## config.mk

```make
export PLATFORM = sky130hd
export DESIGN_NAME = adcrc_top
export DESIGN_NICKNAME = d
export VERILOG_FILES = /design/src/adcrc_pkg.sv /design/src/adcrc_top.sv
export VERILOG_INCLUDE_DIRS = /design/src /design/src/src
export SDC_FILE = /design/constraint.sdc
export NUM_CORES = 1
export LEC_CHECK = 0
export BUFFER_PORTS_ARGS = -buffer_cell sky130_fd_sc_hd__buf_4
export CAP_MARGIN = 25
export CORE_MARGIN = 1
export CORE_UTILIZATION = 40
export CTS_CLUSTER_SIZE = 24
export DETAILED_ROUTE_END_ITERATION = 10
export GPL_ROUTABILITY_DRIVEN = 1
export GPL_TIMING_DRIVEN = 0
export HOLD_SLACK_MARGIN = 0.12
export PLACE_DENSITY = 0.61
export SYNTH_ARGS = -nofsm -noshare
export SYNTH_HDL_FRONTEND = slang
export SYNTH_SLANG_ARGS = --single-unit
```

## constraint.sdc

```tcl
create_clock -name sys_clk -period 3.1 [get_ports sys_clk]
set_clock_uncertainty 0.15 [all_clocks]
set_input_delay 0.62 -clock sys_clk [delete_from_list [all_inputs] [get_ports sys_clk]]
set_output_delay 0.62 -clock sys_clk [all_outputs]
set_load 0.02 [all_outputs]
```

## src/adcrc_consts.svh

```systemverilog
`ifndef ADCRC_CONSTS_SVH
`define ADCRC_CONSTS_SVH
// register byte addresses on apb
`define ADCRC_OFF_RES_LO    12'h000
`define ADCRC_OFF_RES_HI    12'h004
`define ADCRC_OFF_CTRL_A    12'h008
`define ADCRC_OFF_CTRL_B    12'h00c
`define ADCRC_OFF_CTRL_C    12'h010
`define ADCRC_OFF_BANDGAP   12'h014
// field positions
`define ADCRC_A_START       7
`define ADCRC_A_BUSY        6
`define ADCRC_A_EN          5
`define ADCRC_A_JUST        4
// writable masks (unimplemented bits read zero)
`define ADCRC_MASK_A        8'hbf
`define ADCRC_MASK_B        8'hf7
`define ADCRC_MASK_C        8'h9f
`define ADCRC_MASK_BG       8'h01
`define ADCRC_RST_CTRL      8'h00
// conversion length in conversion clock periods
`define ADCRC_CONV_CLKS     16
`endif

```

## src/adcrc_pkg.sv

```systemverilog
`default_nettype none
package adcrc_pkg;
  typedef enum logic [1:0] {
    IDLE,
    CONV,
    DONE
  } adcrc_state_t;

  typedef enum logic [2:0] {
    SRC_EXT,
    SRC_SUPPLY,
    SRC_AMPREF,
    SRC_GROUND,
    SRC_FLOAT
  } adcrc_src_t;

  // analog routing controls sent to the converter macro
  typedef struct packed {
    logic             convEnable;
    adcrc_src_t       srcKind;
    logic [1:0]       srcDivLog2;
    logic             extConnect;
    logic [3:0]       extChannel;
    logic [1:0]       refSelect;
    logic             refAmpEnable;
    logic             refAmpInput;
    logic [1:0]       refAmpGain;
    logic             bandgapEnable;
    logic             convClkTick;
    logic             sampleStart;
  } adcrc_analog_t;

  typedef struct packed {
    adcrc_state_t     state;
    logic [7:0]       ctrlA;
    logic [7:0]       ctrlB;
    logic [7:0]       ctrlC;
    logic [7:0]       bandgap;
    logic [11:0]      result;
    logic             startSeen;
    logic [6:0]       divCnt;
    logic [7:0]       convCnt;
    logic             irqFlag;
    logic [8:0]       pinOff;
    logic [31:0]      prdata;
    logic             pready;
    logic             pslverr;
    adcrc_analog_t    ana;
  } adcrc_state_s_t;
endpackage
`default_nettype wire

```

## src/adcrc_top.sv

```systemverilog
// Design decisions made here: the APB slave port and the register addresses.
`include "adcrc_consts.svh"
`default_nettype none
// Notes on behaviour
// - a conversion starts after start bit is written high then low
// - busy flag sets when conversion starts, clears when it completes
// - enable bit powers the converter; zero switches it off
// - result registers hold their contents while converter disabled
// - justify 0: high byte d11..d4, low byte d3..d0 then zeros
// - justify 1: low byte d7..d0, high byte zeros then d11..d8
// - result bits without data read zero in both layouts
// - channel codes 0,1,5..8 select inputs; others reserved
// - channel codes 12..15 connect nothing, input floats
// - source codes 0000, 0100, 11xx use the external channel path
// - source codes 1,2,3 route supply, half, quarter
// - source codes 5,6,7 route amplified reference, half, quarter
// - source codes 10xx tie converter input to ground
// - internal source always disconnects external channel
// - conversion clock is system clock divided by two to the code
// - reference code 00 supply, 01 external pin, 1x amplified
// - analog input pin drops digital function and pull-high
// - control bits reset zero; unimplemented bits read zero
// - completion sets interrupt request flag as busy clears
// - bandgap bit 0 enables reference, resets zero, rest read zero
module adcrc_top #(
  parameter int CONV_CLKS = `ADCRC_CONV_CLKS
) (
  // clock, reset, enable
  input  wire  logic                  sys_clk,
  input  wire  logic                  rst_b,
  input  wire  logic                  clkEn,
  // apb slave
  input  wire  logic                  psel,
  input  wire  logic                  penable,
  input  wire  logic                  pwrite,
  input  wire  logic [11:0]           paddr,
  input  wire  logic [31:0]           pwdata,
  input  wire  logic [3:0]            pstrb,
  output logic       [31:0]           prdata,
  output logic                        pready,
  output logic                        pslverr,
  // converter macro
  input  wire  logic                  convDone,
  input  wire  logic [11:0]           convData,
  input  wire  logic [8:0]            pinAnalogCfg,
  output adcrc_pkg::adcrc_analog_t    anaCtrl,
  output logic       [8:0]            pinDigitalOff,
  output logic       [8:0]            pinPullHighOff,
  output logic                        convIrqReq
);

  adcrc_pkg::adcrc_state_s_t          st_r;
  adcrc_pkg::adcrc_state_s_t          st_nxt;
  logic                    [8:0]      pinOffNxt;

  ////////////////////////////////////////////////////////////////////
  // one override flop per pin, copied straight from the mux setting
  for (genvar gp = 0; gp < 9; gp++) begin : g_pin
    assign pinOffNxt[gp] = pinAnalogCfg[gp];
  end

  ////////////////////////////////////////////////////////////////////
  // address decode shared by read and error paths
  function automatic logic [2:0] regSel(input logic [11:0] a);
    case (a)
      `ADCRC_OFF_RES_LO:  regSel = 3'h0;
      `ADCRC_OFF_RES_HI:  regSel = 3'h1;
      `ADCRC_OFF_CTRL_A:  regSel = 3'h2;
      `ADCRC_OFF_CTRL_B:  regSel = 3'h3;
      `ADCRC_OFF_CTRL_C:  regSel = 3'h4;
      `ADCRC_OFF_BANDGAP: regSel = 3'h5;
      default:            regSel = 3'h7;
    endcase
  endfunction

  ////////////////////////////////////////////////////////////////////
  // justify picks which end of the pair carries the spare zeros
  function automatic logic [7:0] resultLow(input logic        just,
                                           input logic [11:0] res);
    if (just) begin
      resultLow = res[7:0];
    end else begin
      resultLow = {res[3:0], 4'h0};
    end
  endfunction

  ////////////////////////////////////////////////////////////////////
  function automatic logic [7:0] resultHigh(input logic        just,
                                            input logic [11:0] res);
    if (just) begin
      resultHigh = {4'h0, res[11:8]};
    end else begin
      resultHigh = res[11:4];
    end
  endfunction

  ////////////////////////////////////////////////////////////////////
  function automatic logic [7:0] readMux(input logic [11:0] a,
                                         input adcrc_pkg::adcrc_state_s_t s);
    logic just;
    just = s.ctrlA[`ADCRC_A_JUST];
    case (regSel(a))
      3'h0:    readMux = resultLow(just, s.result);
      3'h1:    readMux = resultHigh(just, s.result);
      3'h2:    readMux = s.ctrlA;
      3'h3:    readMux = s.ctrlB;
      3'h4:    readMux = s.ctrlC;
      3'h5:    readMux = s.bandgap;
      default: readMux = 8'h00;
    endcase
  endfunction

  ////////////////////////////////////////////////////////////////////
  function automatic logic isMapped(input logic [11:0] a);
    isMapped = (regSel(a) != 3'h7);
  endfunction

  ////////////////////////////////////////////////////////////////////
  // busy is hardware-owned, so a write keeps whatever it holds
  function automatic logic [7:0] ctrlAWrite(input logic [7:0] wv,
                                            input logic [7:0] old);
    ctrlAWrite = (wv & `ADCRC_MASK_A) |
                 {1'b0, old[`ADCRC_A_BUSY], 6'h00};
  endfunction

  ////////////////////////////////////////////////////////////////////
  // tick mask per divider code; a table keeps the eight ratios plain
  function automatic logic [6:0] divMask(input logic [2:0] code);
    case (code)
      3'h0:    divMask = 7'h00;
      3'h1:    divMask = 7'h01;
      3'h2:    divMask = 7'h03;
      3'h3:    divMask = 7'h07;
      3'h4:    divMask = 7'h0f;
      3'h5:    divMask = 7'h1f;
      3'h6:    divMask = 7'h3f;
      default: divMask = 7'h7f;
    endcase
  endfunction

  ////////////////////////////////////////////////////////////////////
  // source kind per input source code, external path by default
  function automatic adcrc_pkg::adcrc_src_t srcDecode(input logic [3:0] code);
    case (code)
      4'h0:    srcDecode = adcrc_pkg::SRC_EXT;
      4'h1:    srcDecode = adcrc_pkg::SRC_SUPPLY;
      4'h2:    srcDecode = adcrc_pkg::SRC_SUPPLY;
      4'h3:    srcDecode = adcrc_pkg::SRC_SUPPLY;
      4'h4:    srcDecode = adcrc_pkg::SRC_EXT;
      4'h5:    srcDecode = adcrc_pkg::SRC_AMPREF;
      4'h6:    srcDecode = adcrc_pkg::SRC_AMPREF;
      4'h7:    srcDecode = adcrc_pkg::SRC_AMPREF;
      4'h8:    srcDecode = adcrc_pkg::SRC_GROUND;
      4'h9:    srcDecode = adcrc_pkg::SRC_GROUND;
      4'ha:    srcDecode = adcrc_pkg::SRC_GROUND;
      4'hb:    srcDecode = adcrc_pkg::SRC_GROUND;
      4'hc:    srcDecode = adcrc_pkg::SRC_EXT;
      4'hd:    srcDecode = adcrc_pkg::SRC_EXT;
      4'he:    srcDecode = adcrc_pkg::SRC_EXT;
      default: srcDecode = adcrc_pkg::SRC_EXT;
    endcase
  endfunction

  ////////////////////////////////////////////////////////////////////
  function automatic logic [1:0] srcScale(input logic [3:0] code);
    case (code)
      4'h0:    srcScale = 2'h0;
      4'h1:    srcScale = 2'h0;
      4'h2:    srcScale = 2'h1;
      4'h3:    srcScale = 2'h2;
      4'h4:    srcScale = 2'h0;
      4'h5:    srcScale = 2'h0;
      4'h6:    srcScale = 2'h1;
      4'h7:    srcScale = 2'h2;
      4'h8:    srcScale = 2'h0;
      4'h9:    srcScale = 2'h0;
      4'ha:    srcScale = 2'h0;
      4'hb:    srcScale = 2'h0;
      4'hc:    srcScale = 2'h0;
      4'hd:    srcScale = 2'h0;
      4'he:    srcScale = 2'h0;
      default: srcScale = 2'h0;
    endcase
  endfunction

  ////////////////////////////////////////////////////////////////////
  function automatic logic chanWired(input logic [3:0] code);
    case (code)
      4'h0:    chanWired = 1'b1;
      4'h1:    chanWired = 1'b1;
      4'h2:    chanWired = 1'b0;
      4'h3:    chanWired = 1'b0;
      4'h4:    chanWired = 1'b0;
      4'h5:    chanWired = 1'b1;
      4'h6:    chanWired = 1'b1;
      4'h7:    chanWired = 1'b1;
      4'h8:    chanWired = 1'b1;
      4'h9:    chanWired = 1'b0;
      4'ha:    chanWired = 1'b0;
      4'hb:    chanWired = 1'b0;
      4'hc:    chanWired = 1'b0;
      4'hd:    chanWired = 1'b0;
      4'he:    chanWired = 1'b0;
      default: chanWired = 1'b0;
    endcase
  endfunction

  ////////////////////////////////////////////////////////////////////
  always_comb begin
    logic       wrEn;
    logic       access;
    logic       busy;
    logic       enabled;
    logic       startFall;
    logic       tick;
    logic [3:0] src;
    logic [7:0] wv;
    wrEn      = 1'b0;
    access    = 1'b0;
    busy      = 1'b0;
    enabled   = 1'b0;
    startFall = 1'b0;
    tick      = 1'b0;
    src       = 4'h0;
    wv        = pwdata[7:0];
    st_nxt    = st_r;

    // apb: one wait state, registered answer in the second access cycle
    access            = psel && penable && !st_r.pready;
    wrEn              = access && pwrite && pstrb[0];
    st_nxt.pready     = access;
    st_nxt.pslverr    = access && !isMapped(paddr);
    st_nxt.prdata     = (access && !pwrite) ? {24'h0, readMux(paddr, st_r)} : 32'h0;
    st_nxt.ana.sampleStart = 1'b0;

    if (wrEn) begin
      case (paddr)
        `ADCRC_OFF_CTRL_A:  st_nxt.ctrlA   = ctrlAWrite(wv, st_r.ctrlA);
        `ADCRC_OFF_CTRL_B:  st_nxt.ctrlB   = wv & `ADCRC_MASK_B;
        `ADCRC_OFF_CTRL_C:  st_nxt.ctrlC   = wv & `ADCRC_MASK_C;
        `ADCRC_OFF_BANDGAP: st_nxt.bandgap = wv & `ADCRC_MASK_BG;
        default: ;
      endcase
    end

    busy    = st_r.ctrlA[`ADCRC_A_BUSY];
    enabled = st_r.ctrlA[`ADCRC_A_EN];

    // arm on a high start bit, fire when it is cleared again
    if (st_r.ctrlA[`ADCRC_A_START] && !busy) begin
      st_nxt.startSeen = 1'b1;
    end
    startFall = st_r.startSeen && !st_r.ctrlA[`ADCRC_A_START];
    if (startFall) begin
      st_nxt.startSeen = 1'b0;
    end

    // divider free-runs only while powered, saving toggles when off
    tick = 1'b0;
    if (enabled) begin
      st_nxt.divCnt = st_r.divCnt + 7'h01;
      tick = ((st_r.divCnt & divMask(st_r.ctrlB[2:0])) == 7'h00);
    end else begin
      st_nxt.divCnt = 7'h00;
    end
    st_nxt.ana.convClkTick = tick;

    st_nxt.irqFlag = 1'b0;
    case (st_r.state)
      adcrc_pkg::IDLE: begin
        if (startFall && enabled) begin
          st_nxt.state = adcrc_pkg::CONV;
          st_nxt.ctrlA[`ADCRC_A_BUSY] = 1'b1;
          st_nxt.convCnt = 8'h00;
          st_nxt.ana.sampleStart = 1'b1;
        end
      end
      adcrc_pkg::CONV: begin
        if (!enabled) begin
          // power-off aborts; result kept untouched
          st_nxt.state = adcrc_pkg::IDLE;
          st_nxt.ctrlA[`ADCRC_A_BUSY] = 1'b0;
        end else begin
          if (tick && st_r.convCnt != 8'hff) begin
            st_nxt.convCnt = st_r.convCnt + 8'h01;
          end
          if (convDone || (tick && st_r.convCnt >= 8'(CONV_CLKS - 1))) begin
            st_nxt.state = adcrc_pkg::DONE;
            st_nxt.result = convData;
          end
        end
      end
      adcrc_pkg::DONE: begin
        // result already stored one cycle before busy drops
        st_nxt.state = adcrc_pkg::IDLE;
        st_nxt.ctrlA[`ADCRC_A_BUSY] = 1'b0;
        st_nxt.irqFlag = 1'b1;
      end
      default: st_nxt.state = adcrc_pkg::IDLE;
    endcase

    // analog routing
    src = st_r.ctrlB[7:4];
    st_nxt.ana.convEnable    = enabled;
    st_nxt.ana.extChannel    = st_r.ctrlA[3:0];
    st_nxt.ana.srcKind       = srcDecode(src);
    st_nxt.ana.srcDivLog2    = srcScale(src);
    // internal sources leave the channel switch open
    st_nxt.ana.extConnect    = 1'b0;
    if (srcDecode(src) == adcrc_pkg::SRC_EXT) begin
      if (chanWired(st_r.ctrlA[3:0])) begin
        st_nxt.ana.extConnect = 1'b1;
      end else begin
        st_nxt.ana.srcKind = adcrc_pkg::SRC_FLOAT;
      end
    end
    st_nxt.ana.refSelect     = st_r.ctrlC[3:2];
    st_nxt.ana.refAmpEnable  = st_r.ctrlC[7];
    st_nxt.ana.refAmpInput   = st_r.ctrlC[4];
    st_nxt.ana.refAmpGain    = st_r.ctrlC[1:0];
    st_nxt.ana.bandgapEnable = st_r.bandgap[0];
    st_nxt.pinOff            = pinOffNxt;
  end

  ////////////////////////////////////////////////////////////////////
  always_ff @(posedge sys_clk or negedge rst_b) begin
    if (!rst_b) begin
      st_r <= '0;
    end else if (clkEn) begin
      st_r <= st_nxt;
    end
  end

  assign prdata         = st_r.prdata;
  assign pready         = st_r.pready;
  assign pslverr        = st_r.pslverr;
  assign anaCtrl        = st_r.ana;
  assign pinDigitalOff  = st_r.pinOff;
  assign pinPullHighOff = st_r.pinOff;
  assign convIrqReq     = st_r.irqFlag;

endmodule
`default_nettype wire
```

; ---- Word-level counts from Yosys, hierarchy flattened
; Memories as Yosys holds them, arrays and structs flattened. A register that Yosys moved wholly into a read port is not among the register bits.
; Index checks and enable logic that the tools add are counted.
; W data, S select, Z words.
[classes]
add_sub_neg = 2
order_cmp = 1
eq_ne = 24
mux = 35
n_bitwise = 2
n_reduce_logical = 34
[ops]
columns = operator, n
row1 = $mux W8, 8
row2 = $pmux W7 S7, 1
row3 = $pmux W8 S6, 1
row4 = $mux W31, 1
row5 = $eq A12 B4 Y1 const B, 2
row6 = $eq A12 B5 Y1 const B, 2
row7 = $mux W7, 3
row8 = $pmux W3 S6, 1
row9 = $pmux W8 S2, 1
row10 = $eq A3 B3 Y1 const B, 5
row11 = $reduce_and A3 Y1, 5
row12 = $eq A12 B3 Y1 const B, 1
row13 = $eq A3 B2 Y1 const B, 4
row14 = $logic_not A12 Y1, 1
row15 = $mux W1, 12
row16 = $logic_and A1 B1 Y1, 11
row17 = $logic_not A3 Y1, 3
row18 = $add A8 B1 Y8 const B, 1
row19 = $ge A8 B4 Y1 const B, 1
row20 = $ne A8 B8 Y1 const B, 1
row21 = $or A8 B7 Y8, 1
row22 = $add A7 B1 Y7 const B, 1
row23 = $and A7 B7 Y7, 1
row24 = $logic_not A7 Y1, 1
row25 = other kinds (16), 29
[word_totals]
ff_bits = 114
rom_bits = 112
input_bits = 76
output_inout_bits = 73
wordCells = 128
n_memories = 4
[memory_table]
columns = memory, words, word_bits, rd, rd_clocked_by_memory_dff, wr, line
row1 = (no name shown), 16, 2, 1, 0, 0, adcrc_top.sv:144  ; case (code)
row2 = (no name shown), 16, 2, 1, 1, 0, adcrc_top.sv:166  ; case (code)
row3 = (no name shown), 16, 2, 1, 0, 0, adcrc_top.sv:144
row4 = (no name shown), 16, 1, 1, 0, 0, adcrc_top.sv:188  ; case (code)

; ---- Longest topological paths before layout
; Gate-level depths: netlist of run 1.
[depth]
ltp_word = 11
mapped_depth = 10
depth_no_buf = 9

; ---- Worst setup path after synthesis of run 1
; Ideal clock, no wire load.
[synth_timing]
path_kind = input to register
start = input port paddr[5]
end = register st_r, in the netlist prdata[1]
setup_time_ps = 86
arrival_ps = 2728
required_ps = 2864
setup_slack_ps = 137
stages = 10
path_buffers = 1
path_cell_list = nor3_1 > and3_1 > clkbuf_1 > nand2_1 > ha_1 > a21oi_1 > o211ai_1 > nor3_1 > a22oi_1 > a32oi_1
[synth_via]
elab_chain_len = 5
elab_cells_between_ends = 15
cone_classes = eq/ne: 10 / mux: 3 / reduce/logical: 2
[synth_lines]
columns = element, line
row1 = "start, declared", adcrc_top.sv:36  ; input wire logic [11:0] paddr,
row2 = $eq A12 B5 Y1 (tied with other cells), adcrc_top.sv:65  ; case (a)
row3 = $pmux W3 S6 (*), adcrc_top.sv:65
row4 = $eq A3 B3 Y1 (tied with other cells), adcrc_top.sv:102  ; case (regSel(a))
row5 = $pmux W8 S6 (*), adcrc_top.sv:102
row6 = $mux W8 (*), adcrc_top.sv:233  ; st_nxt.prdata = (access && !pwrite) ? {24'h0, readMux(paddr, st_r)} : 32'h0;
row7 = "end signal, assigned", adcrc_top.sv:330  ; st_r <= st_nxt;
row8 = "end, declared", adcrc_top.sv:52  ; adcrc_pkg::adcrc_state_s_t st_r;
; Mark *: on every way between the ends. The rest lies on a longest branch, timed or not.
; A chain may end at the register's enable or synchronous reset.

; ---- Worst setup path in the final report of run 1
[layout_timing]
start = input port paddr[5]
end = register st_r, in the netlist prdata[3]
; Same word-level chain as after synthesis.

==> results of run 1 <==
-- worst paths after layout --
kind	start	to	slack, ns	depth (start not counted)
worst max-delay path	paddr[5]	prdata[3]$_DFFE_PN0P_	0.29	11
worst min-delay path	convDone	st_r[124]$_DFFE_PN0P_	0.32	2
worst max register to register	st_r[64]$_DFFE_PN0P_	st_r[64]$_DFFE_PN0P_	0.51	7
worst min register to register	anaCtrl[0]$_DFFE_PN0P_	anaCtrl[0]$_DFFE_PN0P_	0.33	1
max in group asynchronous	rst_b	st_r[89]$_DFFE_PN0P_	1.60	3
min in group asynchronous	rst_b	pinDigitalOff[1]$_DFFE_PN0P_	0.57	2
-- Yosys cell counts (all sizes together) (4+ instances only) --
| master | number |
|---|---|
| nand4 | 5 |
| a221oi | 5 |
| nand3 | 17 |
| o211ai | 4 |
| a21oi | 7 |
| o21ai | 13 |
| or4 | 4 |
| nor2 | 16 |
| a21o | 8 |
| dfrtp | 92 |
| clkbuf | 9 |
| inv | 9 |
| o2bb2ai | 4 |
| nand2 | 42 |
| buf | 76 |
| a22oi | 7 |
| a32oi | 7 |
| o31ai | 9 |
| nor3 | 6 |
| mux2 | 61 |
| nor2b | 9 |
| mux2i | 5 |
-- cell type report --
| type | instances | area (µm²) | share of cell area |
|---|---|---|---|
| multi-input combinational | 297 | 2180 | 0.339 |
| tap | 168 | 210 | 0.0327 |
| sequential | 92 | 2300 | 0.358 |
| inverter | 9 | 33.8 | 0.00525 |
| timing repair buffer | 101 | 781 | 0.121 |
| clock inverter | 4 | 97.6 | 0.0152 |
| clock buffer | 12 | 236 | 0.0368 |
| buffer | 85 | 592 | 0.0920 |
-- logic make-up after synthesis --
kind of cell / share of synthesized area
buf+inv: 0.126
mux: 0.148
compound gates: 0.132
flops: 0.463
other cells: 0.000753
fa+ha+maj: 0.00754
simple gates: 0.123
-- power breakdown --
group / switching [mW] / internal (mW)
registers: 0.0110 / 1.22
logic: 0.157 / 0.150
clock network: 0.452 / 0.789
total: 0.620 / 2.16
-- state kept, by name, indices dropped and copies added, names as in the netlist, named ones only --
signal	flops
pinDigitalOff	9
pready	1
convIrqReq	1
pslverr	1
prdata	8
anaCtrl	20
st_nxt	12
st_r	39
-- timing repair --
| item | 4_1_cts | 5_1_grt |
|---|---|---|
| setup endpoints to repair | 8 | 8 |
| endpoints found under the hold margin | 21 | 0 |
| hold buffers | 1 | 0 |
| gates resized for setup | 4 | 4 |
| pin swaps | 0 | 1 |
| buffers inserted | 0 | 2 |
-- through the flow --
step / area, µm² / hold slack [ns] / setup slack (ns) / util / TNS (ns)
final: 6430 / 0.316 / 0.288 / 0.533 / 0
after CTS: 6400 / 0.301 / 0.0732 / 0.530 / 0
after global routing: 6430 / 0.323 / 0.0893 / 0.533 / 0
after floorplan: 5060 / 0.174 / 0.137 / - / 0
after global placement: 6000 / 0.313 / -0.901 / 0.498 / -6.59
after detailed placement: 6030 / 0.324 / -0.912 / 0.500 / -6.83
-- layer usage --
metal	vias up	GRT usage	wire [µm]
met3	12	0.0430	645
met4	0	0.0518	143
li1	1855	-	-
met2	121	0.299	5480
met5	-	0	0
met1	1797	0.269	5490
-- critical path: cells and delay by family --
kind / cells / cell delay, ns
and+or+nand+nor: 6 / 1.28
AOI/OAI and AO/OA: 2 / 0.40
buffers and inverters: 2 / 0.33
adders and majority gates: 1 / 0.28
==> summary.txt, run 1 <==
Outcome
  – Status: complete, no violations

Timing
  – Final Cycle Share: 0.907
  – Pin slew with the least headroom to its limit: 0.697 ns
  – Slew margin rel.: 0.534
  – Setup repair after global routing missed its margin: false
  – Hold Vio Cnt, Final: 0
  – Final setup vio count: 0
  – FMAX: 356 MHz
  – Tmin final: 2.81 ns
  – Max Slew Vio Count: 0

Clock tree
  – Clk slew on worst S/H paths: 0.06 ns
  – Clock buffer depth: 2
  – CTS tree: done
  – Clk_lat worst skew: 0.34 ns
  – CTS Sinks: 92
  – H-tree depth: 3
  – CTS Buf Count: 9
  – Clk root buf: clkbuf_16

Drt
  – 1st-pass router iterations: 4
  – Vias/cell: 4.93
  – WL per Instance: 15.3 µm
  – Antenna viol nets, final: 0
  – Iteration-0 DRC Markers: 180
  – Routed WL: 11800 µm
  – Drt drc: 0
  – Routed via count: 3785

Worst setup path
  – Worst path required time: 3.21 ns
  – Crit-path max FO: 8
  – Crit path max-delay cell type: nor3_4
  – WS Path Type: in -> reg
  – Cells along the critical path: buf_4 > nor3_4 > and3_1 > clkbuf_1 > nand2_1 > ha_1 > nor2_1 > nand2_1 > nor2_1 > a22oi_1 > a32oi_1
  – Setup crit start kind: input pin
  – Worst path max stage delay: 0.33 ns
  – Arrival time worst endpoint: 2.93 ns
  – CP Capture Type: register

Floorplan
  – Rows: 40
  – Num ports: 149
  – Die Span X: 114 µm
  – Initial Util: 0.413
  – Placeable Area: 0.0121 mm²
  – Full die area: 0.0129 mm²
  – Die Ht: 114 µm

Flow run
  – MaxCap Viol Count: 0

Placement
  – Final Wtd Congestion: 0.837
  – Port bufs: 97
  – Count of placed standard cells including taps: 749
  – DP Wirelength: 8760 µm

Hold path
  – Hold WC Path Type: in -> reg

Final layout
  – Layout Nets: 674
  – Area grow syn2layout: 29.2%
  – Non-Filler Instances: 768
  – Commonest non-fill, non-tap cells in the layout: buf_4, dfrtp_1, mux2_2
  – Ant. Diodes: 0
  – Share of cells above drive strength 1: 0.433
  – Commonest non-fill, non-tap cell in the layout: buf_4
  – Fillers: 1121

Synth
  – Cell variety after synth: 58
  – Seq/Total Area, Yosys: 0.463
  – Synthesis-stage register bit count: 92
  – Yosys top cell area share: 0.463
  – Most area-consuming cells after synthesis: dfrtp_1, mux2_2, buf_4
  – Synth warn: 0
  – EDFF count, synth: 0
  – Cell taking the most area after synthesis: dfrtp_1
  – Syn Area/Cell: 10.8 µm²
  – Ys async rst share: 1.00
  – Synth Flop Type: dfrtp_1
  – Area of the mapped netlist: 0.00498 mm²
  – Post-synthesis cell count: 460

Pwr
  – Final Total Pwr: 2.78 mW
  – P_leak: 3.09 nW
  – PwrDens: 432 mW/mm²
  – VDD IR-drop max: 354 µV

Global route
  – GRT overflow: 0
  – Largest net degree at the start of global routing: 72
  – GRT Util Overall: 0.192
  – Initial antenna violation count: 0
  – Number of global-route vias before repair: 3528
  – First-pass GRT wire length: 18900 µm
Note: power is estimated with default switching activity, not from simulation.
==> run 2, diff against run 1 <==
--- a/config.mk
+++ b/config.mk
@@ -16,6 +16,7 @@
 export GPL_TIMING_DRIVEN = 0
 export HOLD_SLACK_MARGIN = 0.12
 export PLACE_DENSITY = 0.61
+export RECOVER_POWER = 50
 export SYNTH_ARGS = -nofsm -noshare
 export SYNTH_HDL_FRONTEND = slang
 export SYNTH_SLANG_ARGS = --single-unit
==> run 2 against run 1 <==
Power hardly changed. First-iteration DRC count is 13% higher. Count of clock-buffer cells in the layout unchanged. Critical path depth unchanged. Clock power about the same. Core utilization is 0.68 points lower. Non-clock buffer count did not move. Via count rose by 0.13%. Critical path type unchanged. Final area is 1.3% lower. Sequential cell count did not move. Global-route usage unchanged. Sequential power hardly changed.
==> summary.txt, run 2 (same netlist as run 1, synthesis figures left out) <==
Clock tree
  – Clock buffer depth: 2 (unchanged)
  – Clk_lat worst skew: 0.34 ns (about the same)
  – H-tree depth: 3 (unchanged)
  – Clk slew on worst S/H paths: 0.06 ns (about the same)
  – CTS tree: done (unchanged)
  – Clk root buf: clkbuf_16 (unchanged)
  – CTS Buf Count: 9 (unchanged)
  – CTS Sinks: 92 (unchanged)

Drt
  – Routed via count: 3790 (was 3785)
  – 1st-pass router iterations: 4 (unchanged)
  – WL per Instance: 15.4 µm (was 15.3 µm)
  – Iteration-0 DRC Markers: 204 (was 180)
  – Vias/cell: 4.93 (about the same)
  – Routed WL: 11800 µm (about the same)
  – Antenna viol nets, final: 0 (unchanged)
  – Drt drc: 0 (unchanged)

Global route
  – Initial antenna violation count: 0 (unchanged)
  – Number of global-route vias before repair: 3528 (unchanged)
  – First-pass GRT wire length: 18900 µm (unchanged)
  – Largest net degree at the start of global routing: 72 (unchanged)
  – GRT overflow: 0 (unchanged)
  – GRT Util Overall: 0.192 (unchanged)

Pwr
  – VDD IR-drop max: 354 µV (about the same)
  – P_leak: 3.00 nW (was 3.09 nW)
  – PwrDens: 437 mW/mm² (was 432 mW/mm²)

Hold path
  – Hold WC Path Type: in -> reg (unchanged)
  – Hold depth: 2 (unchanged)

Final layout
  – Register Area: 0.00230 mm² (unchanged)
  – Commonest non-fill, non-tap cells in the layout: buf_4, dfrtp_1, mux2_2 (unchanged)
  – Share of cells above drive strength 1: 0.397 (was 0.433)
  – Non-Filler Instances: 768 (unchanged)
  – Fillers: 1150 (was 1121)
  – Top reg by flops: st_r (unchanged)
  – Area of the multi-input gates: 0.00218 mm² (unchanged)
  – Ant. Diodes: 0 (unchanged)
  – Max reg flops: 39 (unchanged)
  – Area grow syn2layout: 27.6% (was 29.2%)
  – Commonest non-fill, non-tap cell in the layout: buf_4 (unchanged)
  – Layout Nets: 674 (unchanged)

Floorplan
  – Die Ht: 114 µm (unchanged)
  – Full die area: 0.0129 mm² (unchanged)
  – Num ports: 149 (unchanged)
  – Placeable Area: 0.0121 mm² (unchanged)
  – Initial Util: 0.413 (unchanged)
  – Die Span X: 114 µm (unchanged)
  – Rows: 40 (unchanged)

Timing
  – Max Slew Vio Count: 0 (unchanged)
  – Pin slew with the least headroom to its limit: 1.29 ns (was 0.697 ns)
  – Tmin final: 2.81 ns (about the same)
  – Final Cycle Share: 0.907 (about the same)
  – FMAX: 356 MHz (about the same)
  – Slew margin rel.: 0.137 (was 0.534)
  – Setup WS post-layout: 0.288 ns (about the same)
  – Setup repair after global routing missed its margin: false (unchanged)
  – Hold Vio Cnt, Final: 0 (unchanged)
  – Final setup vio count: 0 (unchanged)

Placement
  – Final Wtd Congestion: 0.837 (unchanged)
  – DP Wirelength: 8760 µm (unchanged)
  – Pre-CTS WS: -0.912 ns (unchanged)
  – Count of placed standard cells including taps: 749 (unchanged)
  – Port bufs: 97 (unchanged)

Worst setup path
  – Worst path required time: 3.21 ns (about the same)
  – CP Capture Type: register (unchanged)
  – Crit-path max FO: 8 (unchanged)
  – Setup crit start kind: input pin (unchanged)
  – Arrival time worst endpoint: 2.92 ns (was 2.93 ns)
  – WS Path Type: in -> reg (unchanged)
  – R2R cell count: 7 (unchanged)

Flow run
  – MaxCap Viol Count: 0 (unchanged)

Outcome
  – Status: complete, no violations (unchanged)
run 2: cell count changes in the layout (fill, tap and decap cells not counted):
cell | previous run | this run
buf_4 | 169 | 147
clkbuf_1 | 12 | 34
run 2: power by group:
part / switching [mW] / internal, mW / total (mW)
Sequential: 0.0110 / 1.22 / 1.23
Clock: 0.454 / 0.789 / 1.24
Combinational: 0.157 / 0.146 / 0.303
run 2: final timing paths:
path                                   startpoint                      endpoint  slack [ns]
setup / recovery                         paddr[5]         prdata[3]$_DFFE_PN0P_        0.29
hold / removal                           convDone         st_r[124]$_DFFE_PN0P_        0.32
setup reg to reg             st_r[64]$_DFFE_PN0P_          st_r[64]$_DFFE_PN0P_        0.52
hold reg to reg            anaCtrl[0]$_DFFE_PN0P_        anaCtrl[0]$_DFFE_PN0P_        0.33
max in group asynchronous                   rst_b           pslverr$_DFFE_PN0P_        0.91
min in group asynchronous                   rst_b  pinDigitalOff[1]$_DFFE_PN0P_        0.94
run 2: metal layers:
layer,up-vias,share of wire,global-route usage
li1,1856,-,-
met1,1806,0.47,0.269
met2,118,0.46,0.299
met3,10,0.052,0.0430
met4,0,0.011,0.0518
met5,-,0,0
run 2: area by class of cell:
cell class | count | area share
repair buffers | 101 | 0.110
clock inverters | 4 | 0.0154
inverters | 9 | 0.00532
flip-flops and latches | 92 | 0.363
multi-input cells | 297 | 0.343
clock buffers | 12 | 0.0372
well taps | 168 | 0.0331
plain buffers | 85 | 0.0932
run 2: worst max-delay path, cell delays in order:
cell	delay, ns
buf_4	0.12
nor3_4	0.33
and3_1	0.21
clkbuf_1	0.21
nand2_1	0.13
ha_1	0.28
nor2_1	0.17
nand2_1	0.13
nor2_1	0.30
a22oi_1	0.19
a32oi_1	0.23
run 2: timing repair:
| item | CTS | global route |
|---|---|---|
| gates resized for setup | 4 | 4 |
| pin swaps | 0 | 1 |
| endpoints found under the setup margin | 8 | 8 |
| hold buffers | 1 | 0 |
| buffers inserted | 0 | 2 |
| endpoints found under the hold margin | 21 | 0 |
run 2: metrics by stage:
stage               TNS, ns  hold slack, ns  power, mW  instance area, µm²   util
global route              0           0.323       2.87                6350  0.526
CTS                       0           0.301       2.81                6400  0.530
floorplan                 0           0.174       1.41                5060      -
finish                    0           0.317       2.77                6350  0.526
detailed placement    -6.83           0.324       1.55                6030  0.500
global placement      -6.59           0.313       1.55                6000  0.498
